--- src/sdr_regs.vh ---
// Purpose: offsets, field positions, reset values and frame sizes of the status/misc bank
// Assumes: 15-bit register address, 8-bit registers, 24-bit serial frame
// Notes: included by both design files
`ifndef SDR_REGS_VH
`define SDR_REGS_VH

// ----------------------------------------------------------------
// register offsets
// ----------------------------------------------------------------
`define SDR_ADDR_W 15
`define SDR_OFS_PLL_LOCK_STATE 15'h0250
`define SDR_OFS_LINK_HOLD 15'h0253
`define SDR_OFS_EXT_REF 15'h02B0
`define SDR_OFS_CUR_DOUBLE 15'h02B1
`define SDR_OFS_OFFSET_BLOCK 15'h02CF

// ----------------------------------------------------------------
// fields and reset values
// ----------------------------------------------------------------
`define SDR_LIVE_LSB 4
`define SDR_LOST_LSB 0
`define SDR_NUM_PLL 4
`define SDR_CTRL_BIT 0
`define SDR_CTRL_RESET 8'h00
`define SDR_LOST_RESET 4'h0

// ----------------------------------------------------------------
// serial frame: read flag, 15 address bits, 8 data bits
// ----------------------------------------------------------------
`define SDR_FRAME_BITS 5'h18
`define SDR_HDR_BITS 5'h10
`define SDR_OFFSET_W 16
`define SDR_ARRIVAL_W 8

`endif

--- src/sdr_status_misc.v ---
// Purpose: pll lock status, link digital hold, analog selects and offset update block
// Assumes: lock inputs are asynchronous; offsets and release pulses come from clk logic
// Notes: offset outputs are the values handed on toward the converter clock domain
`timescale 1ns/1ns
`include "sdr_regs.vh"

module sdr_status_misc (
    input wire clk,                                      // register clock, 125 MHz
    input wire rst_b,                                    // synchronous chip reset, active low
    input wire spi_sclk,                                 // serial clock pin
    input wire spi_cs_b,                                 // chip select pin, active low
    input wire spi_sdi,                                  // serial data in pin
    output wire spi_sdo,                                 // serial data out
    output wire spi_sdo_oe,                              // sdo drive enable
    input wire [3:0] lane_pll_lock_live_in,              // lock of the four lane plls
    output wire link_digital_hold,                       // holds link digital logic in reset
    output wire external_reference_select,               // use external reference
    output wire output_current_double,                   // double output current
    input wire link_enable,                              // link enable from datapath control
    input wire eb_release_attempt,                       // elastic buffer release try, pulse
    input wire [`SDR_ARRIVAL_W-1:0] lane_arrival_in,     // arrival value at release
    output reg [`SDR_ARRIVAL_W-1:0] lane_arrival_value,  // captured arrival value
    output reg lane_arrival_valid,                       // capture has happened
    output wire link_digital_run,                        // link digital logic may run
    input wire [`SDR_OFFSET_W-1:0] converter_offset_value_a, // pending offset, converter a
    input wire [`SDR_OFFSET_W-1:0] converter_offset_value_b, // pending offset, converter b
    output reg [`SDR_OFFSET_W-1:0] applied_offset_a,     // offset in use, converter a
    output reg [`SDR_OFFSET_W-1:0] applied_offset_b      // offset in use, converter b
);

// ----------------------------------------------------------------
// bus and state
// ----------------------------------------------------------------
wire [`SDR_ADDR_W-1:0] reg_addr;
wire [7:0] reg_wdata;
wire reg_wr;
wire reg_rd;
reg [7:0] reg_rdata;
reg [1:0] lock_sync [0:3];
wire [3:0] lock_live;
reg [3:0] lock_lost;
reg [3:0] next_lock_lost;
reg [1:0] lock_armed;
reg [7:0] hold_ctrl;
reg [7:0] ext_ref_ctrl;
reg [7:0] cur_double_ctrl;
reg [7:0] ofs_block_ctrl;
integer i;

// address match used by every write decode
// kept as a function so every write decode compares the same way
function is_wr;
    input [`SDR_ADDR_W-1:0] addr;
    input [`SDR_ADDR_W-1:0] ofs;
    input wr;
    begin
        is_wr = wr && (addr == ofs);
    end
endfunction

// the serial slave owns all pin timing; this module only sees strobes
sdr_spi u_spi (
    .clk(clk),
    .rst_b(rst_b),
    .spi_sclk(spi_sclk),
    .spi_cs_b(spi_cs_b),
    .spi_sdi(spi_sdi),
    .spi_sdo(spi_sdo),
    .spi_sdo_oe(spi_sdo_oe),
    .reg_addr(reg_addr),
    .reg_wdata(reg_wdata),
    .reg_wr(reg_wr),
    .reg_rd(reg_rd),
    .reg_rdata(reg_rdata)
);

// ----------------------------------------------------------------
// lock status
// ----------------------------------------------------------------
// lock comes from the pll macros on their own clocks, so two stages each;
// lock_armed marks when both stages hold real pin values after reset
always @(posedge clk) begin
    if (!rst_b) begin
        lock_armed <= 2'h0;
        for (i = 0; i < `SDR_NUM_PLL; i = i + 1) begin
            lock_sync[i] <= 2'h0;
        end
    end else begin
        lock_armed <= {lock_armed[0], 1'b1};
        for (i = 0; i < `SDR_NUM_PLL; i = i + 1) begin
            lock_sync[i] <= {lock_sync[i][0], lane_pll_lock_live_in[i]};
        end
    end
end

// live bits lag the macros by two clk; a dropout shorter than one clk
// can slip between samples and is then not flagged
// bit n belongs to the pll of lanes 4n to 4n+3
assign lock_live = {lock_sync[3][1], lock_sync[2][1], lock_sync[1][1], lock_sync[0][1]};

// ----------------------------------------------------------------
// lock lost flags
// ----------------------------------------------------------------
// clear first, then set, so a low lock in the clearing cycle survives
// write-one-to-clear touches bits 3:0 only; the live nibble ignores writes
always @* begin
    next_lock_lost = lock_lost;
    if (is_wr(reg_addr, `SDR_OFS_PLL_LOCK_STATE, reg_wr)) begin
        next_lock_lost = lock_lost & ~reg_wdata[`SDR_LOST_LSB+3:`SDR_LOST_LSB];
    end
    // the reset value of the stages reads as lock loss, so wait until they fill
    if (lock_armed[1]) begin
        next_lock_lost = next_lock_lost | ~lock_live;
    end
end

// lost bits start clear; only a real low lock after reset can set them
always @(posedge clk) begin
    if (!rst_b) begin
        lock_lost <= `SDR_LOST_RESET;
    end else begin
        lock_lost <= next_lock_lost;
    end
end

// ----------------------------------------------------------------
// control registers
// ----------------------------------------------------------------
// reserved bits are kept as plain storage and read back as written
// one offset matches per strobe, so the else-if chain drops nothing
always @(posedge clk) begin
    if (!rst_b) begin
        hold_ctrl <= `SDR_CTRL_RESET;
        ext_ref_ctrl <= `SDR_CTRL_RESET;
        cur_double_ctrl <= `SDR_CTRL_RESET;
        ofs_block_ctrl <= `SDR_CTRL_RESET;
    end else if (is_wr(reg_addr, `SDR_OFS_LINK_HOLD, reg_wr)) begin
        hold_ctrl <= reg_wdata;
    end else if (is_wr(reg_addr, `SDR_OFS_EXT_REF, reg_wr)) begin
        ext_ref_ctrl <= reg_wdata;
    end else if (is_wr(reg_addr, `SDR_OFS_CUR_DOUBLE, reg_wr)) begin
        cur_double_ctrl <= reg_wdata;
    end else if (is_wr(reg_addr, `SDR_OFS_OFFSET_BLOCK, reg_wr)) begin
        ofs_block_ctrl <= reg_wdata;
    end
end

// hold acts on the digital link only; lane circuitry keeps running
assign link_digital_hold = hold_ctrl[`SDR_CTRL_BIT];
assign external_reference_select = ext_ref_ctrl[`SDR_CTRL_BIT];
assign output_current_double = cur_double_ctrl[`SDR_CTRL_BIT];
// the digital link runs only when enabled and released from hold;
// setting hold before enable keeps it idle while supplies settle
assign link_digital_run = link_enable & ~link_digital_hold;

// ----------------------------------------------------------------
// lane arrival capture
// ----------------------------------------------------------------
// only the first release attempt is kept; hold rearms the capture
// a release while the link is disabled is ignored and keeps the capture armed
always @(posedge clk) begin
    if (!rst_b || link_digital_hold) begin
        lane_arrival_value <= {`SDR_ARRIVAL_W{1'b0}};
        lane_arrival_valid <= 1'b0;
    end else if (link_enable && eb_release_attempt && !lane_arrival_valid) begin
        lane_arrival_value <= lane_arrival_in;
        lane_arrival_valid <= 1'b1;
    end
end

// ----------------------------------------------------------------
// offset update block
// ----------------------------------------------------------------
// there is no fast clock here: the values are handed on in clk, and the
// receiving side must move both words with one common enable
// both outputs share one enable, so a release lands on both in one edge
always @(posedge clk) begin
    if (!rst_b) begin
        applied_offset_a <= {`SDR_OFFSET_W{1'b0}};
        applied_offset_b <= {`SDR_OFFSET_W{1'b0}};
    end else if (!ofs_block_ctrl[`SDR_CTRL_BIT]) begin
        applied_offset_a <= converter_offset_value_a;
        applied_offset_b <= converter_offset_value_b;
    end
end

// ----------------------------------------------------------------
// read mux
// ----------------------------------------------------------------
// combinational mux; the slave latches it one clk after the address
// strobe, so a status read is a snapshot of that cycle
always @* begin
    if (reg_addr == `SDR_OFS_PLL_LOCK_STATE) begin
        reg_rdata = {lock_live, lock_lost};
    end else if (reg_addr == `SDR_OFS_LINK_HOLD) begin
        reg_rdata = hold_ctrl;
    end else if (reg_addr == `SDR_OFS_EXT_REF) begin
        reg_rdata = ext_ref_ctrl;
    end else if (reg_addr == `SDR_OFS_CUR_DOUBLE) begin
        reg_rdata = cur_double_ctrl;
    end else if (reg_addr == `SDR_OFS_OFFSET_BLOCK) begin
        reg_rdata = ofs_block_ctrl;
    end else begin
        reg_rdata = 8'h00;
    end
end

endmodule

--- src/sdr_spi.v ---
// Purpose: serial control port slave producing register read and write strobes
// Assumes: mode 0, first bit high means read, msb first, frame ends with cs_b high
// Notes: pins are resynchronised to clk, so sclk must be well below clk/4
`timescale 1ns/1ns
`include "sdr_regs.vh"

module sdr_spi (
    input wire clk,                          // register clock
    input wire rst_b,                        // synchronous reset, active low
    input wire spi_sclk,                     // serial clock pin
    input wire spi_cs_b,                     // chip select pin, active low
    input wire spi_sdi,                      // serial data in pin
    output reg spi_sdo,                      // serial data out
    output reg spi_sdo_oe,                   // sdo drive enable, high while driving
    output reg [`SDR_ADDR_W-1:0] reg_addr,   // register address
    output reg [7:0] reg_wdata,              // write data
    output reg reg_wr,                       // write strobe, one cycle
    output reg reg_rd,                       // read strobe, one cycle
    input wire [7:0] reg_rdata               // read data, valid with reg_rd
);

// ----------------------------------------------------------------
// pin synchronisers
// ----------------------------------------------------------------
reg [2:0] sclk_sync;
reg [1:0] cs_sync;
reg [1:0] sdi_sync;
reg [4:0] bit_cnt;
reg [23:0] shift_in;
reg [7:0] shift_out;
reg is_read;
wire sclk_rise;
wire sclk_fall;
wire [23:0] next_shift;

// the third sclk stage only feeds the edge detector, never the first
always @(posedge clk) begin
    if (!rst_b) begin
        sclk_sync <= 3'h0;
        cs_sync <= 2'h3;
        sdi_sync <= 2'h0;
    end else begin
        sclk_sync <= {sclk_sync[1:0], spi_sclk};
        cs_sync <= {cs_sync[0], spi_cs_b};
        sdi_sync <= {sdi_sync[0], spi_sdi};
    end
end

assign sclk_rise = sclk_sync[1] & ~sclk_sync[2];
assign sclk_fall = ~sclk_sync[1] & sclk_sync[2];
assign next_shift = {shift_in[22:0], sdi_sync[1]};

// ----------------------------------------------------------------
// frame decoder
// ----------------------------------------------------------------
// a frame cut short by cs_b ends with no write strobe; a read strobe fires once its header is in
always @(posedge clk) begin
    if (!rst_b) begin
        bit_cnt <= 5'h00;
        shift_in <= 24'h000000;
        shift_out <= 8'h00;
        is_read <= 1'b0;
        reg_addr <= {`SDR_ADDR_W{1'b0}};
        reg_wdata <= 8'h00;
        reg_wr <= 1'b0;
        reg_rd <= 1'b0;
        spi_sdo <= 1'b0;
        spi_sdo_oe <= 1'b0;
    end else begin
        reg_wr <= 1'b0;
        reg_rd <= 1'b0;
        if (cs_sync[1]) begin
            bit_cnt <= 5'h00;
            is_read <= 1'b0;
            spi_sdo_oe <= 1'b0;
        end else begin
            if (sclk_rise && bit_cnt < `SDR_FRAME_BITS) begin
                shift_in <= next_shift;
                bit_cnt <= bit_cnt + 5'h01;
                if (bit_cnt == `SDR_HDR_BITS - 5'h01) begin
                    reg_addr <= next_shift[`SDR_ADDR_W-1:0];
                    is_read <= next_shift[15];
                    reg_rd <= next_shift[15];
                end
                if (bit_cnt == `SDR_FRAME_BITS - 5'h01 && !is_read) begin
                    reg_wdata <= next_shift[7:0];
                    reg_wr <= 1'b1;
                end
            end
            // read data is latched the cycle after the header completes
            if (reg_rd) begin
                shift_out <= reg_rdata;
            end
            // present data bits after each falling edge of the data phase
            if (sclk_fall && is_read && bit_cnt >= `SDR_HDR_BITS
                    && bit_cnt < `SDR_FRAME_BITS) begin
                spi_sdo <= shift_out[7];
                shift_out <= {shift_out[6:0], 1'b0};
                spi_sdo_oe <= 1'b1;
            end
        end
    end
end

endmodule

--- config.mk ---
export PLATFORM = sky130hd
export DESIGN_NAME = sdr_status_misc
export DESIGN_NICKNAME = d
export VERILOG_FILES = /design/src/sdr_status_misc.v /design/src/sdr_spi.v
export VERILOG_INCLUDE_DIRS = /design/src
export SDC_FILE = /design/constraint.sdc
export NUM_CORES = 1
export LEC_CHECK = 0
export BUFFER_PORTS_ARGS = -buffer_cell sky130_fd_sc_hd__buf_2
export CORE_MARGIN = 10
export CORE_UTILIZATION = 25
export CTS_CLUSTER_SIZE = 30
export DETAILED_ROUTE_END_ITERATION = 16
export PLACE_DENSITY = 0.54
export SYNTH_ARGS = -nofsm -noshare
export SYNTH_HDL_FRONTEND = slang
export SYNTH_SLANG_ARGS = --single-unit
--- constraint.sdc ---
create_clock -name clk -period 2 [get_ports clk]
set_input_delay 0 -clock clk [delete_from_list [all_inputs] [get_ports clk]]
set_output_delay 0 -clock clk [all_outputs]
set_load 0.01 [all_outputs]
Yosys cells after proc, flatten, opt, wreduce, memory -nomap -nowiden
Memories as Yosys holds them, arrays and structs flattened.
Index checks and enable logic that the tools add are counted.
{"block": "word_totals", "reg_bits": 142, "ramBits": 8, "output_inout_bits": 47, "memories": 1}
{"block": "op_classes", "n_lt_le_gt_ge": 2, "n_mux": 17, "add_sub_neg": 1, "bitwise": 21, "reduce_logical": 29, "n_eq_ne": 7}
{"name": "lock_sync", "words": 4, "width": 2, "read_ports": 4, "rd_ports_with_merged_regs": 0, "wr": 4, "line": "sdr_status_misc.v:39", "source": "reg [1:0] lock_sync [0:3];"}
{"operator": "15-bit by 10-bit == test with 1-bit output, second input constant", "n": 5}
{"operator": "8-bit 2-to-1 mux", "n": 7}
{"operator": "1-bit logical AND", "n": 12}
{"operator": "1-bit inverter", "n": 10}
{"operator": "2-bit AND reduction", "n": 5}
{"operator": "3-bit AND reduction", "n": 3}
{"operator": "2-bit 2-to-1 mux", "n": 4}
{"operator": "4-bit 2-to-1 mux", "n": 2}
{"operator": "4-bit inverter", "n": 2}
{"operator": "5-bit by 1-bit adder with 5-bit output, second input constant", "n": 1}
{"operator": "5-bit by 4-bit == test with 1-bit output, second input constant", "n": 1}
{"operator": "5-bit == test, second input constant", "n": 1}
{"operator": "5-bit greater-or-equal comparator, second input constant", "n": 1}
{"operator": "5-bit less-than comparator, second input constant", "n": 1}
{"operator": "4-bit bitwise AND", "n": 1}
{"operator": "1-bit 2-to-1 mux", "n": 4}
{"operator": "1-bit bitwise OR", "n": 4}
{"operator": "4-bit bitwise OR", "n": 1}
{"operator": "4-bit AND reduction", "n": 1}
{"operator": "4-bit OR reduction", "n": 1}
{"operator": "1-bit bitwise AND", "n": 3}
{"operator": "1-bit logical NOT", "n": 3}
{"operator": "3-bit OR reduction", "n": 1}
{"operator": "2-bit nonzero test", "n": 1}
{"operator": "2 further kinds", "n": 2}

Longest topological paths before layout
{"block": "logic_depth", "depth_word": 8, "mapped_depth": 8, "mapped_depth_nobuf": 6}

Hierarchy
Synthesis repeated with hierarchy kept, for this count alone.
{"block": "unflattened", "hier_cells": 624, "area_unflattened_um2": 5950.7}
{"mod": "sdr_status_misc", "cells_each": 375, "n_inst": 1, "area_each_um2": 3575.9}
{"mod": "sdr_spi", "cells_each": 249, "n_inst": 1, "area_each_um2": 2374.8}

Least setup slack after synthesis
Ideal clock, no wire load.
{"block": "synth_path", "kind": "flip-flop to flip-flop", "startpoint": "reg u_spi.reg_addr[10]", "endpoint": "reg u_spi.shift_out[7]", "setup_time_ns": 0.122, "path_stages_with_launch": 8, "slack_ns": 0.005, "n_path_buf": 2, "arrival_time_ns": 1.874, "t_required_ns": 1.878, "cell_sequence": "dfxtp_1 -> or4_4 -> buf_6 -> or4_1 -> buf_2 -> o21ai_2 -> a21oi_1 -> a2bb2oi_2"}
{"block": "synth_via", "elab_chain_len": 8}
{"element": "from (decl)", "line": "sdr_spi.v:15", "source": "output reg [`SDR_ADDR_W-1:0] reg_addr,"}
{"element": "from (signal assigned)", "line": "sdr_spi.v:63", "source": "reg_addr <= {`SDR_ADDR_W{1'b0}};"}
{"element": "from (signal assigned)", "line": "sdr_spi.v:81", "source": "reg_addr <= next_shift[`SDR_ADDR_W-1:0];"}
{"element": "15-bit by 10-bit == test with 1-bit output (no line)"}
{"element": "8-bit 2-to-1 mux", "line": "sdr_status_misc.v:201", "source": "end else if (reg_addr == `SDR_OFS_OFFSET_BLOCK) begin"}
{"element": "8-bit 2-to-1 mux", "line": "sdr_status_misc.v:199", "source": "end else if (reg_addr == `SDR_OFS_CUR_DOUBLE) begin"}
{"element": "8-bit 2-to-1 mux", "line": "sdr_status_misc.v:197", "source": "end else if (reg_addr == `SDR_OFS_EXT_REF) begin"}
{"element": "8-bit 2-to-1 mux", "line": "sdr_status_misc.v:195", "source": "end else if (reg_addr == `SDR_OFS_LINK_HOLD) begin"}
{"element": "8-bit 2-to-1 mux *", "line": "sdr_status_misc.v:193", "source": "if (reg_addr == `SDR_OFS_PLL_LOCK_STATE) begin"}
{"element": "8-bit 2-to-1 mux *", "line": "sdr_spi.v:91", "source": "if (reg_rd) begin"}
{"element": "8-bit 2-to-1 mux *", "line": "sdr_spi.v:95", "source": "if (sclk_fall && is_read && bit_cnt >= `SDR_HDR_BITS"}
{"element": "to (signal assigned)", "line": "sdr_spi.v:92", "source": "shift_out <= reg_rdata;"}
{"element": "to (signal assigned)", "line": "sdr_spi.v:98", "source": "shift_out <= {shift_out[6:0], 1'b0};"}
{"element": "to (decl)", "line": "sdr_spi.v:30", "source": "reg [7:0] shift_out;"}
Mark *: on every way between the ends. The rest lies on a longest branch, timed or not. The select of a mux whose other input is x is not followed.
A chain may end at the register's enable or synchronous reset.

Worst setup path after layout
{"block": "layout_path", "startpoint": "reg u_spi.reg_addr[13]", "endpoint": "reg u_spi.shift_out[5]"}
Same word-level chain as after synthesis.

==> results.rst <==
.. list-table::
   :header-rows: 1

   * - Metric
     - Value
   * - Number of nets with antenna violations after detailed routing
     - 0
   * - Number of unique standard cell types used by synthesis
     - 56
   * - Proportion of power drawn by combinational gates
     - 5.2%
   * - Unrepaired setup endpoints after global routing
     - yes
   * - Count of vias placed by the detailed router
     - 5166
   * - Final number of max-transition violations
     - 0
   * - 1st-pass router iterations
     - 5
   * - Worst path setup slack after routing
     - -41.25 ps
   * - Root cell of the clock tree
     - sky130_fd_sc_hd__clkbuf_16
   * - Post-Synth XOR/XNOR Area
     - 0.4470%
   * - Fraction of the mapped netlist area in adder cells
     - 0.6386%
   * - Via count of the first global-routing pass
     - 5214
   * - Post-synthesis mux area share
     - 8.685%
   * - Max_cap viols
     - 0
   * - Number of filler cells placed in the layout
     - 2349
   * - Net switching power
     - 1524 uW
   * - Wire length after detailed routing
     - 16.39 mm
   * - CTS Sinks
     - 150
   * - Tmin final
     - 2041 ps
   * - Share of async-settable or async-resettable flops after synthesis
     - 0%
   * - TritonCTS Buffers
     - 17
   * - Cells along the critical path
     - or4_4, or4_4, buf_6, o21ai_2, a21oi_1, a2bb2oi_2
   * - Longest individual stage delay on the worst path
     - 600 ps
   * - Number of flops mapped to enable cells by yosys
     - 0
   * - Number of antenna violations at the first check in global routing
     - 0
   * - Average routed wire per standard cell
     - 14.24 um
   * - Post-Syn Area per Cell
     - 9.085 um^2
   * - Cell area after placement
     - 6932 um^2
   * - Leakage power total
     - 0.003153 uW
   * - Wire length of the first global-routing pass
     - 26.88 mm
   * - Number of hold violations in the final report
     - 0
   * - Most prevalent standard cell on the critical path
     - sky130_fd_sc_hd__or4_4
   * - Cell with the largest stage delay on the worst path
     - sky130_fd_sc_hd__or4_4
   * - Critical path capture point type
     - flip-flop
   * - Antenna diode count
     - 0
   * - Pre-CTS worst setup slack
     - -71.02 ps
   * - Part of the cycle the worst path needs
     - 102.1%
   * - Effective utilization at floorplan
     - 25.19%
   * - Relative contribution of the clock network to total power
     - 48.6%
   * - Prevailing post-synth register cell
     - sky130_fd_sc_hd__dfxtp_1
   * - Die boundary width
     - 173.3 um
   * - Total grt overflow
     - 0
   * - Die Span Y
     - 173.3 um
   * - Number of levels in the clock H-tree
     - 4
   * - Largest net degree at the start of global routing
     - 108
   * - TritonCTS clock tree
     - done
   * - I/O Pins
     - 98
   * - Count of buffers from port buffering
     - 97
   * - Number of cells produced by synthesis
     - 647
   * - Post-synthesis share of cell area spent on and, or, nand and nor gates
     - 23.67%
   * - Critical Setup Path Class
     - reg2reg
   * - Slew headroom
     - 61.61%
   * - Area of the core region
     - 23330 um^2
   * - Finished Cell Area
     - 8270 um^2
   * - Switching share of power
     - 22.81%
   * - DPL Wire Length
     - 10.76 mm
   * - Mean number of vias per cell
     - 4.488
   * - Main combinational cell family by area after synthesis
     - simple AND/OR/NAND/NOR gates
   * - Cell internal power dissipation
     - 5158 uW
   * - Yosys reg bits
     - 150
   * - Utilization of the core after routing
     - 35.45%
   * - Launching element type of the critical path
     - flip-flop
   * - DRC violations left
     - 0
   * - Status
     - finished with violations
   * - Worst hold margin
     - 294.8 ps
   * - Sequential-to-total area share from yosys stat
     - 51.09%
   * - Count of final setup violators
     - 3
   * - Syn Nets
     - 701
   * - Net total in the final layout
     - 873
   * - Hold Crit Class
     - in2reg
   * - Buffers from clock root to sink, at most
     - 2
   * - Power density over the cells
     - 808.0 nW/um^2
   * - Failing checks
     - setup timing
   * - Clock transition time at the flip-flop clock pins of the worst setup and hold paths
     - 70 ps
   * - Highest net fanout along the worst path
     - 8
   * - GRT Overall Usage
     - 10.73%
   * - Highest ir drop seen on vdd
     - 0.6140 mV
   * - Area added between synthesis and finish
     - 40.70%
   * - Actual slew at the worst max-slew pin
     - 575.9 ps
   * - Final TNS setup
     - -70.46 ps
   * - CP arrival
     - 2350 ps
   * - Post-synthesis instance area
     - 5878 um^2
   * - Post-route clock skew
     - 12.68 ps
   * - Overall die area
     - 30050 um^2
   * - Share of the synthesized area in compound gates (AO/OA/AOI/OAI)
     - 11.88%
   * - Worst endpoint required time
     - 2300 ps
   * - Clock latency on the worst-skew pair
     - 420 ps
   * - Max Clock Freq
     - 489.9 MHz
   * - Std-Cell Rows
     - 56
   * - Yosys Warn Count
     - 0
   * - Register share of total power
     - 46.2%
   * - Ratio of cells with drive above 1 in the final layout
     - 27.52%
   * - Violation count after the first detailed-routing iteration
     - 280
   * - Gpl congestion
     - 0.7965
-- power groups by stage --
| stage | Clock [uW] | Sequential, uW | Combinational [uW] |
|---|---|---|---|
| floorplan | 0 | 3170 | 117 |
| global placement | 0 | 3150 | 266 |
| detailed placement | 0 | 3150 | 269 |
| CTS | 3330 | 3090 | 346 |
| global route | 3450 | 3090 | 384 |
| finish | 3250 | 3090 | 345 |
-- cell type report --
| type | count | area (um^2) | share of cell area [%] |
|---|---|---|---|
| multi-input combinational | 449 | 2830 | 34.22 |
| timing repair buffer | 194 | 1410 | 17.05 |
| tap | 319 | 399.1 | 4.826 |
| clock buffer | 20 | 456.7 | 5.522 |
| clock inverter | 12 | 141.4 | 1.710 |
| inverter | 7 | 26.28 | 0.3177 |
| sequential | 150 | 3007 | 36.35 |
-- flip-flops by register name, indices dropped and copies added (netlist names), 2 cells and up --
| register | flops |
|---|---|
| u_spi.shift_in | 15 |
| u_spi.reg_wdata | 8 |
| lane_arrival_value | 8 |
| hold_ctrl | 8 |
| ofs_block_ctrl | 8 |
| u_spi.reg_addr | 15 |
| applied_offset_a | 16 |
| lock_armed | 2 |
| u_spi.bit_cnt | 5 |
| ext_ref_ctrl | 8 |
| u_spi.sdi_sync | 2 |
| u_spi.shift_out | 8 |
| u_spi.sclk_sync | 3 |
| cur_double_ctrl | 8 |
| u_spi.cs_sync | 2 |
| lock_lost | 4 |
| applied_offset_b | 16 |
| lock_sync | 8 |
-- critical path, delay by kind of cell, from the launching register on --
family	cells	cell delay, ps
AO/OA/AOI/OAI	3	390
flip-flops	1	320
AND/OR/NAND/NOR	2	1050
buffers and inverters	1	160
-- synth_stat cells, types with 3 or more instances --
cell | n | area, um^2
sky130_fd_sc_hd__nand2b_1 | 3 | 18.77
sky130_fd_sc_hd__buf_6 | 3 | 33.78
sky130_fd_sc_hd__and2_1 | 15 | 93.84
sky130_fd_sc_hd__a2bb2oi_1 | 4 | 35.03
sky130_fd_sc_hd__dfxtp_1 | 150 | 3003
sky130_fd_sc_hd__ha_1 | 3 | 37.54
sky130_fd_sc_hd__nand2_1 | 105 | 394.1
sky130_fd_sc_hd__clkbuf_1 | 31 | 116.4
sky130_fd_sc_hd__and3_1 | 9 | 56.30
sky130_fd_sc_hd__buf_2 | 4 | 20.02
sky130_fd_sc_hd__o21ai_0 | 3 | 15.01
sky130_fd_sc_hd__and4_1 | 3 | 26.28
sky130_fd_sc_hd__nor2b_1 | 6 | 37.54
sky130_fd_sc_hd__inv_1 | 6 | 22.52
sky130_fd_sc_hd__nor2_1 | 65 | 244.0
sky130_fd_sc_hd__a21boi_0 | 4 | 30.03
sky130_fd_sc_hd__o21a_1 | 4 | 30.03
sky130_fd_sc_hd__nor4_1 | 5 | 31.28
sky130_fd_sc_hd__o21ai_1 | 3 | 15.01
sky130_fd_sc_hd__a22oi_1 | 7 | 52.55
sky130_fd_sc_hd__mux2i_1 | 51 | 510.5
sky130_fd_sc_hd__nand3_1 | 47 | 235.2
sky130_fd_sc_hd__nor4_4 | 4 | 85.08
sky130_fd_sc_hd__a21oi_1 | 70 | 350.3
-- routing by layer --
metal	global-route usage [%]	wire, um
met1	13.16	7416
met2	16.64	7332
met3	4.160	1318
met4	4.024	320
met5	0	0
-- path summary, 6_finish.rpt --
kind              cells after the start                  to  slack, ps          startpoint
setup reg to reg                      6  u_spi.shift_out[5]        -40  u_spi.reg_addr[13]
hold / removal                        3    u_spi.cs_sync[0]        290            spi_cs_b
hold reg to reg                       1    u_spi.cs_sync[1]        420    u_spi.cs_sync[0]
setup / recovery                      6  u_spi.shift_out[5]        -40  u_spi.reg_addr[13]
-- cell families (layout without fill, tap and decap cells) --
family	count (synthesis)	count (layout)
buffers and inverters	48	233
AND/OR/NAND/NOR	280	280
flip-flops	150	150
AO/OA/AOI/OAI	112	112
XOR/XNOR	3	3
multiplexers	51	51
adder cells (fa/ha/maj)	3	3
-- cell usage in the layout (no fill, tap or decap), types with 17 or more instances in the layout --
cell / count
sky130_fd_sc_hd__a21oi_1: 65
sky130_fd_sc_hd__buf_2: 97
sky130_fd_sc_hd__buf_4: 36
sky130_fd_sc_hd__clkbuf_16: 17
sky130_fd_sc_hd__dfxtp_1: 147
sky130_fd_sc_hd__dlygate4sd3_1: 50
sky130_fd_sc_hd__mux2i_1: 51
sky130_fd_sc_hd__nand2_1: 98
sky130_fd_sc_hd__nand3_1: 42
sky130_fd_sc_hd__nor2_1: 65
-- through the flow --
step / power, uW / cells
final: 6682 / 1151
after global routing: 6928 / 1151
after CTS: 6762 / 1150
after detailed placement: 3421 / 1064
after global placement: 3418 / 1064
after floorplan: 3287 / 647
-- repair_timing --
| action | CTS | global route |
|---|---|---|
| pin swaps | 3 | 15 |
| buffers inserted | 4 | 1 |
| setup endpoints to repair | 20 | 44 |
| hold buffers | 50 | 0 |
| hold endpoints to repair | 49 | 0 |
| resized for setup | 11 | 35 |
No activity file was read; power rests on OpenSTA's default activity.
